`src/core/scg_pkg.sv`:
```
// Package for the sleep-mode clock gating controller.
// Assumes a 32-bit AXI4-Lite register bus and a single 40 MHz core clock.
package scg_pkg;

   // ----------------------------------------------------------------
   // Address map
   // ----------------------------------------------------------------
   localparam logic [31:0] SCG_BASE_ADDR  = 32'h400F_E000;
   localparam logic [11:0] SCG_OFS_RUN    = 12'h108;
   localparam logic [11:0] SCG_OFS_SLEEP  = 12'h118;
   localparam logic [11:0] SCG_OFS_DEEP   = 12'h128;
   localparam logic [11:0] SCG_OFS_CFG    = 12'h200;
   localparam logic [11:0] SCG_OFS_STAT   = 12'h204;
   localparam logic [11:0] SCG_OFS_MASK   = 12'h208;

   // ----------------------------------------------------------------
   // Field layout of the gating registers
   // ----------------------------------------------------------------
   localparam int          SCG_PHY_BIT    = 30;
   localparam int          SCG_MAC_BIT    = 28;
   localparam int          SCG_PORT_MSB   = 6;
   localparam logic [31:0] SCG_GATE_WMASK = 32'h5000_007F;
   localparam logic [31:0] SCG_GATE_RST   = 32'h0000_0000;

   // Configuration register fields
   localparam int          SCG_AUTO_BIT   = 0;
   localparam int          SCG_PST_LSB    = 1;
   localparam logic        SCG_AUTO_RST   = 1'b0;

   // Units: 0..6 ports A..G, 7 MAC, 8 PHY
   localparam int          SCG_UNITS      = 9;
   localparam logic [8:0]  SCG_UNITS_RST  = 9'h000;

   // ----------------------------------------------------------------
   // Bus answers
   // ----------------------------------------------------------------
   localparam logic [1:0]  SCG_RESP_OKAY  = 2'h0;
   localparam logic [1:0]  SCG_RESP_SLV   = 2'h2;

   typedef enum logic [1:0]
   {
      SCG_PS_RUN   = 2'h0,
      SCG_PS_SLEEP = 2'h1,
      SCG_PS_DEEP  = 2'h3
   } scg_pstate_e;

endpackage

```
`src/core/scg_gate_cell.sv`:
```
// Glitch-free clock gate for one peripheral unit.
// Assumes the enable comes from a flop on the rising edge of clk_i.
`timescale 1ns/1ps

module scg_gate_cell
(
   // Clock and reset
   input  wire logic clk_i,
   input  wire logic rst_i,
   // Enable and gated clock
   input  wire logic en_i,
   output logic      gclk_o
);

   logic en_low_r;

   // ----------------------------------------------------------------
   // Enable capture
   // ----------------------------------------------------------------
   // Enable only moves while the clock is low, so no pulse is cut short
   always_ff @(negedge clk_i or posedge rst_i)
   begin
      if (rst_i)
         en_low_r <= 1'b0;
      else
         en_low_r <= en_i;
   end

   assign gclk_o = clk_i & en_low_r;

endmodule

```
`src/core/scg_ctrl.sv`:
```
// Sleep-mode clock gating controller with AXI4-Lite register slave.
// Assumes unit access strobes and power state come from core_clk logic.
//
// The AXI4-Lite interface to the registers is this design's own decision.
`timescale 1ns/1ps

// Overview of operation
// - Gating bit set in Sleep: unit receives its clock and works.
// - Gating bit clear in Sleep: unit clock stopped, unit held disabled.
// - Access to a unit whose clock is off answers with a bus fault.
// - Sleep gating register resets to all zeros, all units off.
// - Separate gating register applies in Run, Sleep and Deep-Sleep.
// - Sleep and Deep-Sleep registers apply only while auto gating select set.
// - Bit 30 gates the Ethernet PHY clock.
// - Bit 28 gates the Ethernet MAC clock.
// - Bits 6 to 0 gate GPIO ports G down to A.
// - Bits 31, 29, 27 to 7 read zero; writes ignored.
// - Sleep gating register decoded at offset 0x118 from base.
module scg_ctrl
(
   // Clock and reset
   input  wire logic                           core_clk,
   input  wire logic                           sys_rst,
   // AXI4-Lite write address and data
   input  wire logic [31:0]                    s_axi_awaddr,
   input  wire logic                           s_axi_awvalid,
   output logic                                s_axi_awready,
   input  wire logic [31:0]                    s_axi_wdata,
   input  wire logic [3:0]                     s_axi_wstrb,
   input  wire logic                           s_axi_wvalid,
   output logic                                s_axi_wready,
   // AXI4-Lite write response
   output logic [1:0]                          s_axi_bresp,
   output logic                                s_axi_bvalid,
   input  wire logic                           s_axi_bready,
   // AXI4-Lite read
   input  wire logic [31:0]                    s_axi_araddr,
   input  wire logic                           s_axi_arvalid,
   output logic                                s_axi_arready,
   output logic [31:0]                         s_axi_rdata,
   output logic [1:0]                          s_axi_rresp,
   output logic                                s_axi_rvalid,
   input  wire logic                           s_axi_rready,
   // Power state from the processor
   input  wire logic                           sleep_mode,
   input  wire logic                           deep_sleep_mode,
   // Peripheral side
   input  wire logic [scg_pkg::SCG_UNITS-1:0]  unit_access,
   output logic      [scg_pkg::SCG_UNITS-1:0]  unit_clk,
   output logic      [scg_pkg::SCG_UNITS-1:0]  unit_disable,
   output logic                                bus_fault,
   // Interrupt
   output logic                                irq
);
   import scg_pkg::*;

   // ----------------------------------------------------------------
   // Helpers
   // ----------------------------------------------------------------
   function automatic logic [SCG_UNITS-1:0] gate_units(input logic [31:0] r);
      gate_units = {r[SCG_PHY_BIT], r[SCG_MAC_BIT], r[SCG_PORT_MSB:0]};
   endfunction

   function automatic logic [31:0] apply_strb(input logic [31:0] old_v,
                                              input logic [31:0] new_v,
                                              input logic [3:0]  strb);
      apply_strb = old_v;
      for (int b = 0; b < 4; b++)
         if (strb[b])
            apply_strb[8*b +: 8] = new_v[8*b +: 8];
   endfunction

   function automatic logic addr_hit(input logic [31:0] a, input logic [11:0] ofs);
      addr_hit = (a[31:12] == SCG_BASE_ADDR[31:12]) && (a[11:0] == ofs);
   endfunction

   // ----------------------------------------------------------------
   // State
   // ----------------------------------------------------------------
   logic                 aw_held_r, aw_held_nxt;
   logic                 w_held_r, w_held_nxt;
   logic [31:0]          awaddr_r, awaddr_nxt;
   logic [31:0]          wdata_r, wdata_nxt;
   logic [3:0]           wstrb_r, wstrb_nxt;
   logic                 bvalid_r, bvalid_nxt;
   logic [1:0]           bresp_r, bresp_nxt;
   logic                 rvalid_r, rvalid_nxt;
   logic [1:0]           rresp_r, rresp_nxt;
   logic [31:0]          rdata_r, rdata_nxt;
   logic [31:0]          run_gate_r, run_gate_nxt;
   logic [31:0]          sleep_gate_r, sleep_gate_nxt;
   logic [31:0]          deep_gate_r, deep_gate_nxt;
   logic                 auto_gating_select_r, auto_gating_select_nxt;
   logic [SCG_UNITS-1:0] fault_stat_r, fault_stat_nxt;
   logic [SCG_UNITS-1:0] fault_mask_r, fault_mask_nxt;
   scg_pstate_e          pstate_r, pstate_nxt;
   logic [SCG_UNITS-1:0] unit_en_r, unit_en_nxt;
   logic [SCG_UNITS-1:0] disable_r, disable_nxt;
   logic                 fault_r, fault_nxt;
   logic                 irq_r, irq_nxt;
   logic                 wr_fire;
   logic [SCG_UNITS-1:0] fault_hit;
   logic [31:0]          mask_merge;

   // ----------------------------------------------------------------
   // Register bus slave
   // ----------------------------------------------------------------
   // Address and data are taken in either order; one write in flight
   assign wr_fire   = aw_held_r && w_held_r && !bvalid_r;
   assign fault_hit = unit_access & ~unit_en_r;
   assign mask_merge = apply_strb({23'h0, fault_mask_r}, wdata_r, wstrb_r);

   always_comb
   begin
      aw_held_nxt    = aw_held_r;
      w_held_nxt     = w_held_r;
      awaddr_nxt     = awaddr_r;
      wdata_nxt      = wdata_r;
      wstrb_nxt      = wstrb_r;
      bvalid_nxt     = bvalid_r;
      bresp_nxt      = bresp_r;
      rvalid_nxt     = rvalid_r;
      rresp_nxt      = rresp_r;
      rdata_nxt      = rdata_r;
      run_gate_nxt   = run_gate_r;
      sleep_gate_nxt = sleep_gate_r;
      deep_gate_nxt  = deep_gate_r;
      auto_gating_select_nxt = auto_gating_select_r;
      fault_mask_nxt = fault_mask_r;
      fault_stat_nxt = fault_stat_r;
      if (s_axi_awvalid && !aw_held_r)
      begin
         aw_held_nxt = 1'b1;
         awaddr_nxt  = s_axi_awaddr;
      end
      if (s_axi_wvalid && !w_held_r)
      begin
         w_held_nxt = 1'b1;
         wdata_nxt  = s_axi_wdata;
         wstrb_nxt  = s_axi_wstrb;
      end
      if (wr_fire)
      begin
         aw_held_nxt = 1'b0;
         w_held_nxt  = 1'b0;
         bvalid_nxt  = 1'b1;
         bresp_nxt   = SCG_RESP_OKAY;
         if (addr_hit(awaddr_r, SCG_OFS_RUN))
            run_gate_nxt = apply_strb(run_gate_r, wdata_r, wstrb_r) & SCG_GATE_WMASK;
         else if (addr_hit(awaddr_r, SCG_OFS_SLEEP))
            sleep_gate_nxt = apply_strb(sleep_gate_r, wdata_r, wstrb_r) & SCG_GATE_WMASK;
         else if (addr_hit(awaddr_r, SCG_OFS_DEEP))
            deep_gate_nxt = apply_strb(deep_gate_r, wdata_r, wstrb_r) & SCG_GATE_WMASK;
         else if (addr_hit(awaddr_r, SCG_OFS_CFG))
         begin
            if (wstrb_r[0])
               auto_gating_select_nxt = wdata_r[SCG_AUTO_BIT];
         end
         else if (addr_hit(awaddr_r, SCG_OFS_STAT))
            fault_stat_nxt = fault_stat_r & ~(wdata_r[SCG_UNITS-1:0]
                             & {{(SCG_UNITS-8){wstrb_r[1]}}, {8{wstrb_r[0]}}});
         else if (addr_hit(awaddr_r, SCG_OFS_MASK))
            fault_mask_nxt = mask_merge[SCG_UNITS-1:0];
         else
            bresp_nxt = SCG_RESP_SLV;
      end
      // New faults win over a clear in the same cycle
      fault_stat_nxt = fault_stat_nxt | fault_hit;
      if (bvalid_r && s_axi_bready)
         bvalid_nxt = 1'b0;
      if (rvalid_r && s_axi_rready)
         rvalid_nxt = 1'b0;
      if (s_axi_arvalid && !rvalid_r)
      begin
         rvalid_nxt = 1'b1;
         rresp_nxt  = SCG_RESP_OKAY;
         if (addr_hit(s_axi_araddr, SCG_OFS_RUN))
            rdata_nxt = run_gate_r;
         else if (addr_hit(s_axi_araddr, SCG_OFS_SLEEP))
            rdata_nxt = sleep_gate_r;
         else if (addr_hit(s_axi_araddr, SCG_OFS_DEEP))
            rdata_nxt = deep_gate_r;
         else if (addr_hit(s_axi_araddr, SCG_OFS_CFG))
            rdata_nxt = {29'h0, pstate_r, auto_gating_select_r};
         else if (addr_hit(s_axi_araddr, SCG_OFS_STAT))
            rdata_nxt = {23'h0, fault_stat_r};
         else if (addr_hit(s_axi_araddr, SCG_OFS_MASK))
            rdata_nxt = {23'h0, fault_mask_r};
         else
         begin
            rdata_nxt = 32'h0000_0000;
            rresp_nxt = SCG_RESP_SLV;
         end
      end
   end

   always_ff @(posedge core_clk or posedge sys_rst)
   begin
      if (sys_rst)
      begin
         aw_held_r    <= 1'b0;
         w_held_r     <= 1'b0;
         awaddr_r     <= 32'h0000_0000;
         wdata_r      <= 32'h0000_0000;
         wstrb_r      <= 4'h0;
         bvalid_r     <= 1'b0;
         bresp_r      <= SCG_RESP_OKAY;
         rvalid_r     <= 1'b0;
         rresp_r      <= SCG_RESP_OKAY;
         rdata_r      <= 32'h0000_0000;
         run_gate_r   <= SCG_GATE_RST;
         sleep_gate_r <= SCG_GATE_RST;
         deep_gate_r  <= SCG_GATE_RST;
         auto_gating_select_r <= SCG_AUTO_RST;
         fault_stat_r <= SCG_UNITS_RST;
         fault_mask_r <= SCG_UNITS_RST;
      end
      else
      begin
         aw_held_r    <= aw_held_nxt;
         w_held_r     <= w_held_nxt;
         awaddr_r     <= awaddr_nxt;
         wdata_r      <= wdata_nxt;
         wstrb_r      <= wstrb_nxt;
         bvalid_r     <= bvalid_nxt;
         bresp_r      <= bresp_nxt;
         rvalid_r     <= rvalid_nxt;
         rresp_r      <= rresp_nxt;
         rdata_r      <= rdata_nxt;
         run_gate_r   <= run_gate_nxt;
         sleep_gate_r <= sleep_gate_nxt;
         deep_gate_r  <= deep_gate_nxt;
         auto_gating_select_r <= auto_gating_select_nxt;
         fault_stat_r <= fault_stat_nxt;
         fault_mask_r <= fault_mask_nxt;
      end
   end

   assign s_axi_awready = !aw_held_r;
   assign s_axi_wready  = !w_held_r;
   assign s_axi_bvalid  = bvalid_r;
   assign s_axi_bresp   = bresp_r;
   assign s_axi_arready = !rvalid_r;
   assign s_axi_rvalid  = rvalid_r;
   assign s_axi_rresp   = rresp_r;
   assign s_axi_rdata   = rdata_r;

   // ----------------------------------------------------------------
   // Power state and gating selection
   // ----------------------------------------------------------------
   always_comb
   begin
      if (deep_sleep_mode)
         pstate_nxt = SCG_PS_DEEP;
      else if (sleep_mode)
         pstate_nxt = SCG_PS_SLEEP;
      else
         pstate_nxt = SCG_PS_RUN;
      // Without auto gating the run settings hold in every state
      unit_en_nxt = gate_units(run_gate_r);
      case (pstate_r)
         SCG_PS_SLEEP:
            if (auto_gating_select_r)
               unit_en_nxt = gate_units(sleep_gate_r);
         SCG_PS_DEEP:
            if (auto_gating_select_r)
               unit_en_nxt = gate_units(deep_gate_r);
         default:
            unit_en_nxt = gate_units(run_gate_r);
      endcase
      disable_nxt = ~unit_en_r;
      fault_nxt   = |fault_hit;
      irq_nxt     = |(fault_stat_r & fault_mask_r);
   end

   always_ff @(posedge core_clk or posedge sys_rst)
   begin
      if (sys_rst)
      begin
         pstate_r  <= SCG_PS_RUN;
         unit_en_r <= SCG_UNITS_RST;
         disable_r <= ~SCG_UNITS_RST;
         fault_r   <= 1'b0;
         irq_r     <= 1'b0;
      end
      else
      begin
         pstate_r  <= pstate_nxt;
         unit_en_r <= unit_en_nxt;
         disable_r <= disable_nxt;
         fault_r   <= fault_nxt;
         irq_r     <= irq_nxt;
      end
   end

   assign unit_disable = disable_r;
   assign bus_fault    = fault_r;
   assign irq          = irq_r;

   // ----------------------------------------------------------------
   // Clock gates
   // ----------------------------------------------------------------
   for (genvar u = 0; u < SCG_UNITS; u++)
   begin : g_gate
      scg_gate_cell u_gate
      (
         .clk_i  (core_clk),
         .rst_i  (sys_rst),
         .en_i   (unit_en_r[u]),
         .gclk_o (unit_clk[u])
      );
   end
endmodule

```
`config.mk`:
```
export PLATFORM = sky130hd
export DESIGN_NAME = scg_ctrl
export DESIGN_NICKNAME = d
export VERILOG_FILES = /design/src/core/scg_pkg.sv /design/src/core/scg_gate_cell.sv /design/src/core/scg_ctrl.sv
export SDC_FILE = /design/constraint.sdc
export NUM_CORES = 1
export LEC_CHECK = 0
export BUFFER_PORTS_ARGS = -buffer_cell sky130_fd_sc_hd__buf_4
export CORE_MARGIN = 5
export CORE_UTILIZATION = 50
export DETAILED_ROUTE_END_ITERATION = 8
export GPL_ROUTABILITY_DRIVEN = 0
export GPL_TIMING_DRIVEN = 0
export PLACE_DENSITY = 0.77
export SLEW_MARGIN = 10
export SYNTH_ARGS = -nofsm -noshare
export SYNTH_HDL_FRONTEND = slang
export SYNTH_SLANG_ARGS = --single-unit
```
`constraint.sdc`:
```
create_clock -name core_clk -period 6.65 [get_ports core_clk]
set_clock_uncertainty 0.2 [all_clocks]
set_input_delay 1.6625 -clock core_clk [delete_from_list [all_inputs] [get_ports core_clk]]
set_output_delay 1.6625 -clock core_clk [all_outputs]
set_load 0.005 [all_outputs]
```
==> results_dict.tcl <==
set metrics [dict create \
    clkPwrFrac_pct 41.7 \
    power.total_w 0.00273 \
    slew_headroom_pct 43.0 \
    hold_violations 0 \
    syn-cell-area_sq_um 6390 \
    cpMostUsedCell "buf_4" \
    first_iter_violations 249 \
    p_int_w 0.00201 \
    die_area_sq_um 15100 \
    gr-total-overflow 0 \
    cp_cell_sequence "and2_1 -> buf_4 -> buf_4" \
    switching_share_pct 26.5 \
    antenna_found_initial 0 \
    critPathRequiredTime_ns 4.79 \
    area_delta_synth_final_pct 32.9 \
    core_sq_um 12600 \
    async_flop_share_pct 100 \
    p_seq_share_pct 42.3 \
    synth_simple_gate_area_share_pct 12.6 \
    yosysTopAreaCellShare_pct 47.8 \
    grt_pass1_wl_mm 25.5 \
    synth_seq_area_share_pct 55.0 \
    ys.flop_type "dfrtp_1" \
    cts_tree "yes" \
    via_per_inst 5.43 \
    yosysWarnings 0 \
    final_nets 825 \
    synth_top_family_by_area "multiplexers" \
    synth-edff-count 0 \
    yosysTopAreaCell "dfrtp_1" \
    grt_pass1_vias 5186 \
    grt_max_degree 38 \
    synth_cell_type_count 59 \
    synth_compound_gate_area_share_pct 9.03 \
    setup_viol 0 \
    rows 41 \
    dp_hpwl_mm 11.9 \
    postRouteAntennaNets 0 \
    critPathKind "reg -> out" \
    startpoint_type "flop" \
    path_buf_inv 2 \
    io_buffers 132 \
    tightest_slew_ns 0.855 \
    die_w_microns 123 \
    power.density_nw_per_um2 322 \
    ir_drop_uv 206 \
    die_y_microns 123 \
    drt-wirelength-per-cell_microns 18.4 \
    rsz0062_at_grt "no" \
    start_util_pct 50.8 \
    globalRouteTotalUtil_pct 22.3 \
    path_delay_family "flip-flops" \
    max_stage_delay_ns 0.32 \
    postSynthCellCount 526 \
    final_util_pct 67.5 \
    worstPathMaxFanout 1 \
    power_frac_comb_pct 16.0 \
    postCtsSetupBuffers 0 \
    p_switching_w 0.000726 \
    synth.avg_cell_area_sq_um 12.1 \
    dr_total_vias 4851 \
    endpoint_kind "output pin" \
    io_pins 179 \
    finalWirelength_mm 16.4 \
    p_leak_nw 3.95 \
    drc 0 \
    clk_latency_ns 0.53 \
    critPathSlowestCell "dfrtn_1" \
    hp-class "reg -> reg" \
    synth_xor_area_share_pct 0.137 \
    ctsHoldBuffers 0 \
    yosysMostFrequentCell "dfrtp_1" \
    synth_common_cells "dfrtp_1 (122), mux2_2 (68), buf_4 (35)" \
    synth-seq-cells 140 \
    arrival_ns 4.57 \
    slew_viol_final 0 \
    yosys.area_share.adder_pct 0 \
    drive_gt1_share_pct 42.0 \
    antennaDiodeCount 0 \
    ys_top_cells_by_area "dfrtp_1 (48%), mux2_2 (12%), buf_4 (4.1%)" \
    dr.pass1.iters 7 \
    cts_resized 0 \
    drv_cap 0 \
    clkSlewWorstSetupHoldPaths_ns 0.06 \
    status "finished, final reports clean" \
    synth_mux_area_share_pct 16.3 \
]
==> per-stage QoR <==
stage	area (sq um)	hold slack [ns]	setup slack [ns]	cells	setup TNS, ns
after floorplan	6470	0.180	-0.171	548	-1.54
after CTS	8490	0.205	0.202	893	0
after detailed placement	7760	0.200	0.444	856	0
after global routing	8490	0.220	0.166	893	0
final	8490	0.204	0.213	893	0
after global placement	7680	0.188	-0.874	852	-7.78
==> worst paths after layout <==
| kind | cells after the start | slack (ns) | startpoint | endpoint |
|---|---|---|---|---|
| max reg2reg | 0 | 2.55 | unit_en_r[8] | g_gate[8].u_gate.en_low_r |
| min | 1 | 0.20 | unit_en_r[6] | unit_disable[6] |
| max | 3 | 0.21 | g_gate[1].u_gate.en_low_r | unit_clk[1] |
| min in group asynchronous | 2 | 1.00 | sys_rst | unit_en_r[7] |
| min reg2reg | 1 | 0.20 | unit_en_r[6] | unit_disable[6] |
| max in group asynchronous | 5 | 1.06 | sys_rst | g_gate[1].u_gate.en_low_r |
==> final cells by class <==
| cell class | count | area, sq um |
|---|---|---|
| repair buffers | 127 | 1000 |
| inverters | 21 | 82.6 |
| flip-flops and latches | 140 | 3510 |
| plain buffers | 56 | 357 |
| well taps | 172 | 215 |
| multi-input cells | 331 | 2520 |
| clock inverters | 13 | 190 |
| clock buffers | 33 | 604 |
| fillers | 925 | 4080 |
==> sequential cells by signal (all words and copies together), names as in the netlist, 2 cells and up <==
name                    cells
unit_en_r                   9
awaddr_r                   32
run_gate_r                  9
fault_stat_r                9
fault_mask_r                9
wdata_r                    11
sleep_gate_r                9
g_gate.u_gate.en_low_r      9
unit_disable                9
s_axi_rdata                11
wstrb_r                     3
pstate_r                    2
deep_gate_r                 9
==> cells by family (layout without fill, tap and decap cells) <==
family / Yosys count / after routing
AOI/OAI and AO/OA: 83 / 83
xor gates and xnor gates: 1 / 1
buffers and inverters: 77 / 250
DFF: 140 / 140
muxes: 94 / 94
other: 1 / 23
and+or+nand+nor: 130 / 130
==> layer usage <==
| layer | wire (microns) | part of all wire, % | up-vias | global-route usage, % |
|---|---|---|---|---|
| li1 | - | - | 2197 | - |
| met1 | 5930 | 36 | 2341 | 24.8 |
| met2 | 8250 | 50 | 258 | 37.6 |
| met3 | 1700 | 10 | 55 | 8.37 |
| met4 | 531 | 3.2 | 0 | 11.3 |
| met5 | 0 | 0 | - | 0 |
==> layout by cell type, fill, tap and decap left out, types with 3 or more instances in the layout <==
cell type	n
a21boi_0	3
a21o_1	9
a21oi_1	28
a22oi_1	7
a311oi_1	5
and2_1	13
and3_1	3
buf_1	6
buf_12	4
buf_2	6
buf_4	167
bufinv_16	4
clkbuf_1	11
clkbuf_16	21
clkinvlp_4	5
conb_1	23
dfrtn_1	9
dfrtp_1	122
dfstp_2	9
inv_1	20
inv_6	3
mux2_1	14
mux2_2	68
mux2i_1	12
nand2_1	10
nand3_1	14
nand4_1	5
nor2_1	27
nor2b_1	21
nor3_1	6
nor4_1	6
nor4b_1	4
o21ai_0	5
o31ai_1	3
==> power by group through the flow <==
stage / Sequential (W) / Clock, W / Combinational, W
6_report: 0.00116 / 0.00114 / 0.000438
5_1_grt: 0.00118 / 0.00120 / 0.000478
4_1_cts: 0.00115 / 0.00115 / 0.000443
3_5_place_dp: 0.00117 / 0.000000699 / 0.000438
3_3_place_gp: 0.00115 / 0.000000699 / 0.000412
2_1_floorplan: 0.00112 / 0.000000699 / 0.000303
No activity file was read; power rests on OpenSTA's default activity.
